--- src/cfg_pkg.sv ---
// shared constants and types for the configuration word decoder
package cfg_pkg;

  // configuration word geometry
  localparam int unsigned  WORD_W          = 14;
  localparam logic [13:0]  WORD_RESET      = 14'h3FFF;
  localparam logic [13:0]  UNIMP_OLD_MASK  = 14'h3FC0;
  localparam logic [13:0]  UNIMP_NEW_MASK  = 14'h0080;

  // field positions within the configuration word
  localparam int unsigned  CLK_SEL_LO_POS  = 0;
  localparam int unsigned  WATCHDOG_POS    = 2;
  localparam int unsigned  POWERUP_POS     = 3;
  localparam int unsigned  PROTECT_LO_POS  = 4;
  localparam int unsigned  BOR_POS         = 6;

  // register indices; byte address is four times the index
  localparam logic [15:0]  CFG_WORD_IDX    = 16'h2007;
  localparam logic [15:0]  STATUS_IDX      = 16'h2008;
  localparam logic [15:0]  CTRL_IDX        = 16'h2009;
  localparam logic [15:0]  CFG_WORD_ADR    = 16'(CFG_WORD_IDX << 2);
  localparam logic [15:0]  STATUS_ADR      = 16'(STATUS_IDX << 2);
  localparam logic [15:0]  CTRL_ADR        = 16'(CTRL_IDX << 2);

  // control register fields
  localparam int unsigned  CTRL_LAYOUT_POS = 0;
  localparam int unsigned  CTRL_ERASE_POS  = 1;
  localparam logic         LAYOUT_RESET    = 1'b1;

  // status register fields
  localparam int unsigned  ST_CLK_POS      = 0;
  localparam int unsigned  ST_WATCHDOG_POS = 2;
  localparam int unsigned  ST_POWERUP_POS  = 3;
  localparam int unsigned  ST_BOR_POS      = 4;
  localparam int unsigned  ST_PROTECT_POS  = 5;
  localparam int unsigned  ST_EXTCLK_POS   = 7;
  localparam int unsigned  ST_PROG_POS     = 8;
  localparam int unsigned  ST_VALID_POS    = 9;

  typedef enum logic [1:0] {
    PROTECT_ALL        = 2'h0,
    PROTECT_UPPER_3Q   = 2'h1,
    PROTECT_UPPER_HALF = 2'h2,
    PROTECT_NONE       = 2'h3
  } protect_t;

  typedef enum logic [1:0] {
    LOW_POWER_CRYSTAL_MODE  = 2'h0,
    STANDARD_CRYSTAL_MODE   = 2'h1,
    HIGH_SPEED_CRYSTAL_MODE = 2'h2,
    RESISTOR_CAPACITOR_MODE = 2'h3
  } clk_mode_t;

  // safe values shown while reset holds, before the word is sampled
  localparam protect_t     PROTECT_RST     = PROTECT_ALL;
  localparam clk_mode_t    CLK_MODE_RST    = RESISTOR_CAPACITOR_MODE;
  localparam logic         WATCHDOG_RST    = 1'b1;
  localparam logic         POWERUP_RST     = 1'b1;
  localparam logic         BOR_RST         = 1'b1;
  localparam logic         EXTCLK_RST      = 1'b0;

endpackage

--- src/cfg_fields_if.sv ---
// decoded configuration fields passed from the unpacker to the top
`timescale 1ns/1ps
interface cfg_fields_if;
  logic [13:0]         word;
  logic                layout_newer;
  cfg_pkg::protect_t   protect;
  cfg_pkg::clk_mode_t  clk_mode;
  logic                watchdog_en;
  logic                powerup_en;
  logic                bor_en;
  logic                ext_clk_ok;

  modport unpack (
    input  word,
    input  layout_newer,
    output protect,
    output clk_mode,
    output watchdog_en,
    output powerup_en,
    output bor_en,
    output ext_clk_ok
  );

  modport user (
    output word,
    output layout_newer,
    input  protect,
    input  clk_mode,
    input  watchdog_en,
    input  powerup_en,
    input  bor_en,
    input  ext_clk_ok
  );
endinterface

--- src/cfg_field_unpack.sv ---
// combinational unpacking of the configuration word into control fields
`timescale 1ns/1ps
module cfg_field_unpack (
  // word in, fields out
  cfg_fields_if.unpack f
);

  logic bor;

  always_comb
  begin
    // RULE_01 code protection range
    f.protect  = cfg_pkg::protect_t'(f.word[cfg_pkg::PROTECT_LO_POS +: 2]);
    // RULE_05 oscillator mode select
    f.clk_mode = cfg_pkg::clk_mode_t'(f.word[cfg_pkg::CLK_SEL_LO_POS +: 2]);
    // RULE_04 watchdog fixed by word
    f.watchdog_en = f.word[cfg_pkg::WATCHDOG_POS];
    // RULE_06 brown-out only in newer layout
    bor        = f.layout_newer & f.word[cfg_pkg::BOR_POS];
    f.bor_en   = bor;
    if (f.layout_newer)
    begin
      // RULE_03 inverted polarity, RULE_09 brown-out forces timer on
      f.powerup_en = ~f.word[cfg_pkg::POWERUP_POS] | bor;
    end
    else
    begin
      // RULE_02 plain polarity
      f.powerup_en = f.word[cfg_pkg::POWERUP_POS];
    end
    // RULE_07 crystal modes also accept a driven clock input pin
    f.ext_clk_ok = (f.clk_mode != cfg_pkg::RESISTOR_CAPACITOR_MODE);
  end

endmodule

--- src/config_word_decoder.sv ---
// configuration word store, wishbone slave and latched decoded controls
//
// Implementation choice: the Wishbone register port.
`timescale 1ns/1ps
// Summary of operation
// RULE_01 - protect field 11 none, 10 upper half, 01 upper 3/4, 00 all
// RULE_02 - older layout: power-up timer bit 3 high enables the timer
// RULE_03 - newer layout: power-up timer bit 3 high disables the timer
// RULE_04 - bit 2 alone enables watchdog; software cannot change it
// RULE_05 - bits 1-0 pick resistor-capacitor, high-speed, standard or low-power crystal
// RULE_06 - newer layout: bit 6 high enables brown-out reset
// RULE_07 - all crystal modes also run from a driven clock input pin
// RULE_08 - programmed bits read 0; word reachable only in programming mode
// RULE_09 - brown-out enabled forces the power-up timer on
module config_word_decoder (
  // clock and reset
  input  wire logic        clk_i,
  input  wire logic        rst_i,
  // wishbone slave
  input  wire logic        wb_cyc_i,
  input  wire logic        wb_stb_i,
  input  wire logic        wb_we_i,
  input  wire logic [15:0] wb_adr_i,
  input  wire logic [3:0]  wb_sel_i,
  input  wire logic [31:0] wb_dat_i,
  output logic      [31:0] wb_dat_o,
  output logic             wb_ack_o,
  // programming mode level
  input  wire logic        prog_mode_i,
  // decoded controls
  output logic      [1:0]  protect_range_o,
  output logic      [1:0]  clk_mode_o,
  output logic             watchdog_en_o,
  output logic             powerup_delay_en_o,
  output logic             brownout_reset_en_o,
  output logic             ext_clock_ok_o,
  output logic             cfg_valid_o
);

  typedef enum logic [1:0] {
    ST_SAMPLE,
    ST_RUN,
    ST_PROG
  } load_state_t;

  cfg_fields_if fields ();

  logic [13:0]         word_r;
  logic [13:0]         word_nxt;
  logic                layout_r;
  logic                layout_nxt;
  logic                ack_r;
  logic                ack_nxt;
  logic [31:0]         dat_r;
  logic [31:0]         dat_nxt;
  load_state_t         state_r;
  load_state_t         state_nxt;
  cfg_pkg::protect_t   protect_r;
  cfg_pkg::protect_t   protect_nxt;
  cfg_pkg::clk_mode_t  clk_mode_r;
  cfg_pkg::clk_mode_t  clk_mode_nxt;
  logic                watchdog_r;
  logic                watchdog_nxt;
  logic                powerup_r;
  logic                powerup_nxt;
  logic                bor_r;
  logic                bor_nxt;
  logic                extclk_r;
  logic                extclk_nxt;
  logic                req;
  logic                hit_word;
  logic                hit_status;
  logic                hit_ctrl;
  logic [13:0]         word_view;

  function automatic logic adr_hit(input logic [15:0] adr, input logic [15:0] reg_adr);
    adr_hit = (adr[15:2] == reg_adr[15:2]);
  endfunction

  assign fields.word         = word_r;
  assign fields.layout_newer = layout_r;

  cfg_field_unpack u_unpack (
    .f (fields.unpack)
  );

  // one request per ack; the master drops stb after seeing it
  assign req        = wb_cyc_i & wb_stb_i & ~ack_r;
  assign hit_word   = adr_hit(wb_adr_i, cfg_pkg::CFG_WORD_ADR);
  assign hit_status = adr_hit(wb_adr_i, cfg_pkg::STATUS_ADR);
  assign hit_ctrl   = adr_hit(wb_adr_i, cfg_pkg::CTRL_ADR);
  // unimplemented bits read as 1 in either layout
  assign word_view  = word_r | (layout_r ? cfg_pkg::UNIMP_NEW_MASK
                                         : cfg_pkg::UNIMP_OLD_MASK);

  // word store and control register
  always_comb
  begin
    word_nxt   = word_r;
    layout_nxt = layout_r;
    if (req && wb_we_i)
    begin
      // RULE_08 programming only clears bits, and only in programming mode
      if (hit_word && prog_mode_i)
      begin
        if (wb_sel_i[0])
        begin
          word_nxt[7:0] = word_r[7:0] & wb_dat_i[7:0];
        end
        if (wb_sel_i[1])
        begin
          word_nxt[13:8] = word_r[13:8] & wb_dat_i[13:8];
        end
      end
      if (hit_ctrl && wb_sel_i[0])
      begin
        layout_nxt = wb_dat_i[cfg_pkg::CTRL_LAYOUT_POS];
        // erase returns every bit to unprogrammed
        if (wb_dat_i[cfg_pkg::CTRL_ERASE_POS] && prog_mode_i)
        begin
          word_nxt = cfg_pkg::WORD_RESET;
        end
      end
    end
  end

  // non-volatile in the real part; reset models the erased state
  always_ff @(posedge clk_i)
  begin
    if (rst_i)
    begin
      word_r   <= cfg_pkg::WORD_RESET;
      layout_r <= cfg_pkg::LAYOUT_RESET;
    end
    else
    begin
      word_r   <= word_nxt;
      layout_r <= layout_nxt;
    end
  end

  // bus answer: ack one cycle after the request, unmapped reads give zero
  always_comb
  begin
    ack_nxt = req;
    dat_nxt = 32'h0000_0000;
    if (req && !wb_we_i)
    begin
      if (hit_word)
      begin
        // RULE_08 word hidden outside programming mode
        dat_nxt = prog_mode_i ? {18'h0_0000, word_view} : 32'h0000_0000;
      end
      else if (hit_status)
      begin
        dat_nxt[cfg_pkg::ST_CLK_POS +: 2]     = clk_mode_r;
        dat_nxt[cfg_pkg::ST_WATCHDOG_POS]     = watchdog_r;
        dat_nxt[cfg_pkg::ST_POWERUP_POS]      = powerup_r;
        dat_nxt[cfg_pkg::ST_BOR_POS]          = bor_r;
        dat_nxt[cfg_pkg::ST_PROTECT_POS +: 2] = protect_r;
        dat_nxt[cfg_pkg::ST_EXTCLK_POS]       = extclk_r;
        dat_nxt[cfg_pkg::ST_PROG_POS]         = prog_mode_i;
        dat_nxt[cfg_pkg::ST_VALID_POS]        = (state_r == ST_RUN);
      end
      else if (hit_ctrl)
      begin
        dat_nxt[cfg_pkg::CTRL_LAYOUT_POS] = layout_r;
      end
    end
  end

  always_ff @(posedge clk_i)
  begin
    if (rst_i)
    begin
      ack_r <= 1'b0;
      dat_r <= 32'h0000_0000;
    end
    else
    begin
      ack_r <= ack_nxt;
      dat_r <= dat_nxt;
    end
  end

  // sample after reset and after each programming session
  always_comb
  begin
    state_nxt    = state_r;
    protect_nxt  = protect_r;
    clk_mode_nxt = clk_mode_r;
    watchdog_nxt = watchdog_r;
    powerup_nxt  = powerup_r;
    bor_nxt      = bor_r;
    extclk_nxt   = extclk_r;
    case (state_r)
      ST_SAMPLE:
      begin
        protect_nxt  = fields.protect;
        clk_mode_nxt = fields.clk_mode;
        watchdog_nxt = fields.watchdog_en;
        powerup_nxt  = fields.powerup_en;
        bor_nxt      = fields.bor_en;
        extclk_nxt   = fields.ext_clk_ok;
        state_nxt    = ST_RUN;
      end
      ST_RUN:
      begin
        // RULE_04 outputs frozen; nothing but a new sample changes them
        if (prog_mode_i)
        begin
          state_nxt = ST_PROG;
        end
      end
      ST_PROG:
      begin
        if (!prog_mode_i)
        begin
          state_nxt = ST_SAMPLE;
        end
      end
      default:
      begin
        state_nxt = ST_SAMPLE;
      end
    endcase
  end

  always_ff @(posedge clk_i)
  begin
    if (rst_i)
    begin
      state_r    <= ST_SAMPLE;
      protect_r  <= cfg_pkg::PROTECT_RST;
      clk_mode_r <= cfg_pkg::CLK_MODE_RST;
      watchdog_r <= cfg_pkg::WATCHDOG_RST;
      powerup_r  <= cfg_pkg::POWERUP_RST;
      bor_r      <= cfg_pkg::BOR_RST;
      extclk_r   <= cfg_pkg::EXTCLK_RST;
    end
    else
    begin
      state_r    <= state_nxt;
      protect_r  <= protect_nxt;
      clk_mode_r <= clk_mode_nxt;
      watchdog_r <= watchdog_nxt;
      powerup_r  <= powerup_nxt;
      bor_r      <= bor_nxt;
      extclk_r   <= extclk_nxt;
    end
  end

  assign wb_ack_o            = ack_r;
  assign wb_dat_o            = dat_r;
  assign protect_range_o     = protect_r;
  assign clk_mode_o          = clk_mode_r;
  assign watchdog_en_o       = watchdog_r;
  assign powerup_delay_en_o  = powerup_r;
  assign brownout_reset_en_o = bor_r;
  assign ext_clock_ok_o      = extclk_r;
  assign cfg_valid_o         = (state_r == ST_RUN);
endmodule

--- config.mk ---
export PLATFORM = sky130hd
export DESIGN_NAME = config_word_decoder
export DESIGN_NICKNAME = d
export VERILOG_FILES = /design/src/cfg_pkg.sv /design/src/cfg_fields_if.sv /design/src/cfg_field_unpack.sv /design/src/config_word_decoder.sv
export SDC_FILE = /design/constraint.sdc
export NUM_CORES = 1
export LEC_CHECK = 0
export ABC_AREA = 1
export BUFFER_PORTS_ARGS = -buffer_cell sky130_fd_sc_hd__buf_4
export CORE_ASPECT_RATIO = 1.2
export CORE_MARGIN = 2
export CORE_UTILIZATION = 45
export CTS_BUF_LIST = sky130_fd_sc_hd__clkbuf_2
export DETAILED_ROUTE_END_ITERATION = 10
export PLACE_DENSITY = 0.77
export RECOVER_POWER = 100
export SLEW_MARGIN = 0
export SYNTH_ARGS = -nofsm -noshare
export SYNTH_HDL_FRONTEND = slang
export SYNTH_SLANG_ARGS = --single-unit
--- constraint.sdc ---
create_clock -name clk_i -period 1.4 [get_ports clk_i]
set_clock_uncertainty 0.05 [all_clocks]
set_input_delay 0.07 -clock clk_i [delete_from_list [all_inputs] [get_ports clk_i]]
set_output_delay 0.07 -clock clk_i [all_outputs]
set_load 0.02 [all_outputs]
==> out/results.txt <==
Counting every sink on the clock net gives 39. Of the total power, combinational logic draws 16.7%. Summing all placed instances gives a cell area of 2250 um2. The net switching fraction of the power is 29.4%. The number of flip-flops and latches in the synthesized netlist was 39; the clock insertion delay at the later pin of the skew report was 0.40 ns. The clock period could shrink to 1.38 ns.

The sequential share of power is 58.6%, and the share of flip-flops with an asynchronous set or reset is 0%. The number of buffers inserted by port buffering is 58, and the number of max-slew violations in the final report is 0. The kind of critical path was reg2reg.

By count the netlist is led by sky130_fd_sc_hd__nand2_1 (62), sky130_fd_sc_hd__dfxtp_1 (39), sky130_fd_sc_hd__nor2_1 (25), sky130_fd_sc_hd__inv_1 (23), sky130_fd_sc_hd__buf_4 (19). CTS buffer count: 5. Clock tree synthesis selected as its root buffer the cell sky130_fd_sc_hd__clkbuf_2. The tools report the final hold violation count as 0. At the end of routability-driven placement, the weighted congestion stood at 0.803. For the initial core utilization, the log shows 46.4%. The logs give 0 for the max-cap violation count and 28 for the distinct cell type count of the synthesized netlist. For this block, the via count after detailed routing is 1796. Setup repair after global routing could not meet its margin everywhere. In this run the static leakage power is 1.28 nW.

The detailed router finished its first iteration with 67 violations. The end-of-flow core utilization was 62.4%; the number of standard cells after synthesis was 244. Via count of the first global-routing pass: 1572. Averaged over all synthesized cells, the footprint is 7.37 um2. From synthesis to final layout, the design area changed by 34.7%. Dividing total power by cell area gives a power density of 811 nW/um2.

Clock-pin slew was measured on the worst setup and hold paths at 0.19 ns. H-tree depth: 2. Yosys attributes the largest share of cell area to sky130_fd_sc_hd__dfxtp_1 (43%), sky130_fd_sc_hd__nand2_1 (13%), sky130_fd_sc_hd__buf_4 (7.9%). The die outline area was 4520 um2.

The largest single stage delay on the critical path is 0.35 ns. Floorplan die height: 73.2 um. The routed via count divided by cell count is 4.69, and the required time reported for the critical path endpoint is 1.70 ns. STA puts the critical path data arrival time at 1.68 ns. The count of flip-flops with a built-in enable after synthesis came out at 0. Setup violations remaining at the end of the flow were counted as 0.

For the design area, the log shows 2420 um2. Of the total power, the clock network draws 24.7%. The number of warnings issued by yosys was 0; the largest fanout on the critical path was 4. For this design the total switching power over the nets is 0.577 mW. STA classifies the critical path startpoint as a register. The die is 61.7 um wide. The net count of the finished layout is 386. The first global-routing pass estimated 6700 um of wire. The share of synthesized area in the top cell type comes to 43.4%. VDD sags by at most 0.000425 V. The routed design has 4480 um of wire. The core region is 3880 um2.

Among all cell types in the netlist, the one instantiated most often is sky130_fd_sc_hd__nand2_1. The tools report the number of detailed-routing iterations run before antenna repair as 4. Walking the worst path, the cells encountered are inv_1, nand3_1, nor2_4, nand2_4, a21oi_4, buf_2, nand3_1, nand2_1. The run gives 2 as the deepest clock path buffer count.

The synthesized design spends more area on one cell type than any other, namely sky130_fd_sc_hd__dfxtp_1. The run finished with clean final reports. The number of antenna violations at the first check in global routing was 0; the overall power consumption was 1.96 mW. Global routing used 20.0% of the available tracks across all layers.

Among the stages of the critical path, the cell type that occurs most often is sky130_fd_sc_hd__nand3_1. The antenna diode instance count is 0. In this run the cell area of the synthesized design comes to 1800 um2. 100 I/O pins were placed. For this run, the register share of the synthesized area comes to 43.4%. The number of rows in the core area is 25, and the post-DP HPWL is 3050 um. In this run the worst hold path is classified as in2reg. The portion of the clock cycle consumed by the worst path in the final layout is 98.2%, and the proportion of layout cells with a drive suffix above 1 is 22.8%. The routed wire length per instance was 11.7 um. TritonCTS built the clock tree. The DRC violation count after routing is 0, and the buffering stage count on the worst path with inverters included is 2. The largest individual stage delay along the critical path comes from the cell sky130_fd_sc_hd__dfxtp_1.

Entering global routing, the biggest net connects 19 pins. The most frequently used flop master after synthesis was sky130_fd_sc_hd__dfxtp_1. The maximum frequency from static timing analysis was 0.727 GHz.

For the count of nets left with antenna violations after detail routing, the log shows 0. The cell class contributing the biggest share of worst-path delay was simple AND/OR/NAND/NOR gates. The tools report the endpoint class of the critical path as a register. Summed over all layers, the global routing overflow is 0. Cell internal power was estimated by the tool at 1.39 mW.
## worst paths after layout
kind / startpoint / end / slack, ns / cells past startpoint
max: wb_ack_o / wb_dat_o[3] / 0.02 / 8
min: wb_adr_i[2] / wb_dat_o[0] / 0.04 / 5
max reg2reg: wb_ack_o / wb_dat_o[3] / 0.02 / 8
min reg2reg: fields.word[9] / fields.word[9] / 0.41 / 2
## power groups by stage
stage | registers (mW) | logic, mW | clock network [mW]
floorplan | 1.19 | 0.177 | 0
global placement | 1.17 | 0.288 | 0
detailed placement | 1.17 | 0.292 | 0
CTS | 1.15 | 0.330 | 0.494
global route | 1.15 | 0.356 | 0.545
finish | 1.15 | 0.328 | 0.485
## sequential cells by signal (all words and copies together), names as in the netlist
signal and flops:
wb_dat_o 14, fields.word 13, clk_mode_o 2, protect_range_o 2, state_r 2, brownout_reset_en_o 1, ext_clock_ok_o 1, fields.layout_newer 1
powerup_delay_en_o 1, watchdog_en_o 1, wb_ack_o 1
## stage by stage
| step | hold slack, ns | instances | worst slack, ns | TNS, ns |
|---|---|---|---|---|
| floorplan | 0.0891 | 261 | 0.120 | 0 |
| global placement | 0.233 | 356 | 0.138 | 0 |
| detailed placement | 0.236 | 356 | 0.117 | 0 |
| CTS | 0.0205 | 381 | 0.00182 | 0 |
| global route | 0.0343 | 383 | -0.0518 | -0.466 |
| finish | 0.0389 | 383 | 0.0247 | 0 |
## layout make-up
class / instances / area [um2]
tap: 54 / 67.6
clock inverter: 3 / 15.0
timing repair buffer: 83 / 593
multi-input combinational: 170 / 827
clock buffer: 5 / 25.0
sequential: 39 / 782
inverter: 29 / 111
fill: 389 / 1460
## routing by layer
layer  vias to the layer above  global-route usage [%]  part of all wire (%)
li1                        908                       -                     -
met1                       818                    22.9                    40
met2                        63                    34.3                    53
met3                         7                    4.79                   5.6
met4                         0                    8.51                   1.2
met5                         -                       0                     0
## layout by cell type (no fill, tap or decap), types with 2 or more instances in the layout
cell                            Yosys  routed
sky130_fd_sc_hd__nand2_1           62      61
sky130_fd_sc_hd__buf_4             19      40
sky130_fd_sc_hd__dfxtp_1           39      38
sky130_fd_sc_hd__inv_1             23      24
sky130_fd_sc_hd__nor2_1            25      24
sky130_fd_sc_hd__clkbuf_1           0      23
sky130_fd_sc_hd__conb_1             1      18
sky130_fd_sc_hd__nand4_1           17      17
sky130_fd_sc_hd__dlygate4sd3_1      0      17
sky130_fd_sc_hd__nand3_1           16      16
sky130_fd_sc_hd__nor2_2             8       8
sky130_fd_sc_hd__a21oi_1            5       5
sky130_fd_sc_hd__o21ai_0            5       5
sky130_fd_sc_hd__clkbuf_2           0       5
sky130_fd_sc_hd__nor2_4             2       3
sky130_fd_sc_hd__inv_2              5       3
sky130_fd_sc_hd__clkinv_2           0       3
sky130_fd_sc_hd__nand2_4            1       2
sky130_fd_sc_hd__or2_2              2       2
## cells by family (layout without fill, tap and decap cells)
group | count (synthesis) | count (layout) | share of synthesized area (%)
other | 1 | 18 | 0.209
DFF | 39 | 39 | 43.4
buffers and inverters | 52 | 120 | 15.4
AOI/OAI and AO/OA | 14 | 14 | 4.38
and+or+nand+nor | 138 | 138 | 36.6
## timing repair
action / in CTS / in global routing
resized for setup: 0 / 8
hold buffers: 17 / 0
endpoints found under the setup margin: 0 / 23
buffers inserted: 0 / 1
hold endpoints to repair: 19 / 0
## worst register-to-register path, cell delays in order (launching register included)
cell	delay, ns
sky130_fd_sc_hd__dfxtp_1	0.35
sky130_fd_sc_hd__inv_1	0.07
sky130_fd_sc_hd__nand3_1	0.12
sky130_fd_sc_hd__nor2_4	0.17
sky130_fd_sc_hd__nand2_4	0.10
sky130_fd_sc_hd__a21oi_4	0.15
sky130_fd_sc_hd__buf_2	0.18
sky130_fd_sc_hd__nand3_1	0.08
sky130_fd_sc_hd__nand2_1	0.07
(Power assumes the default switching activity.)
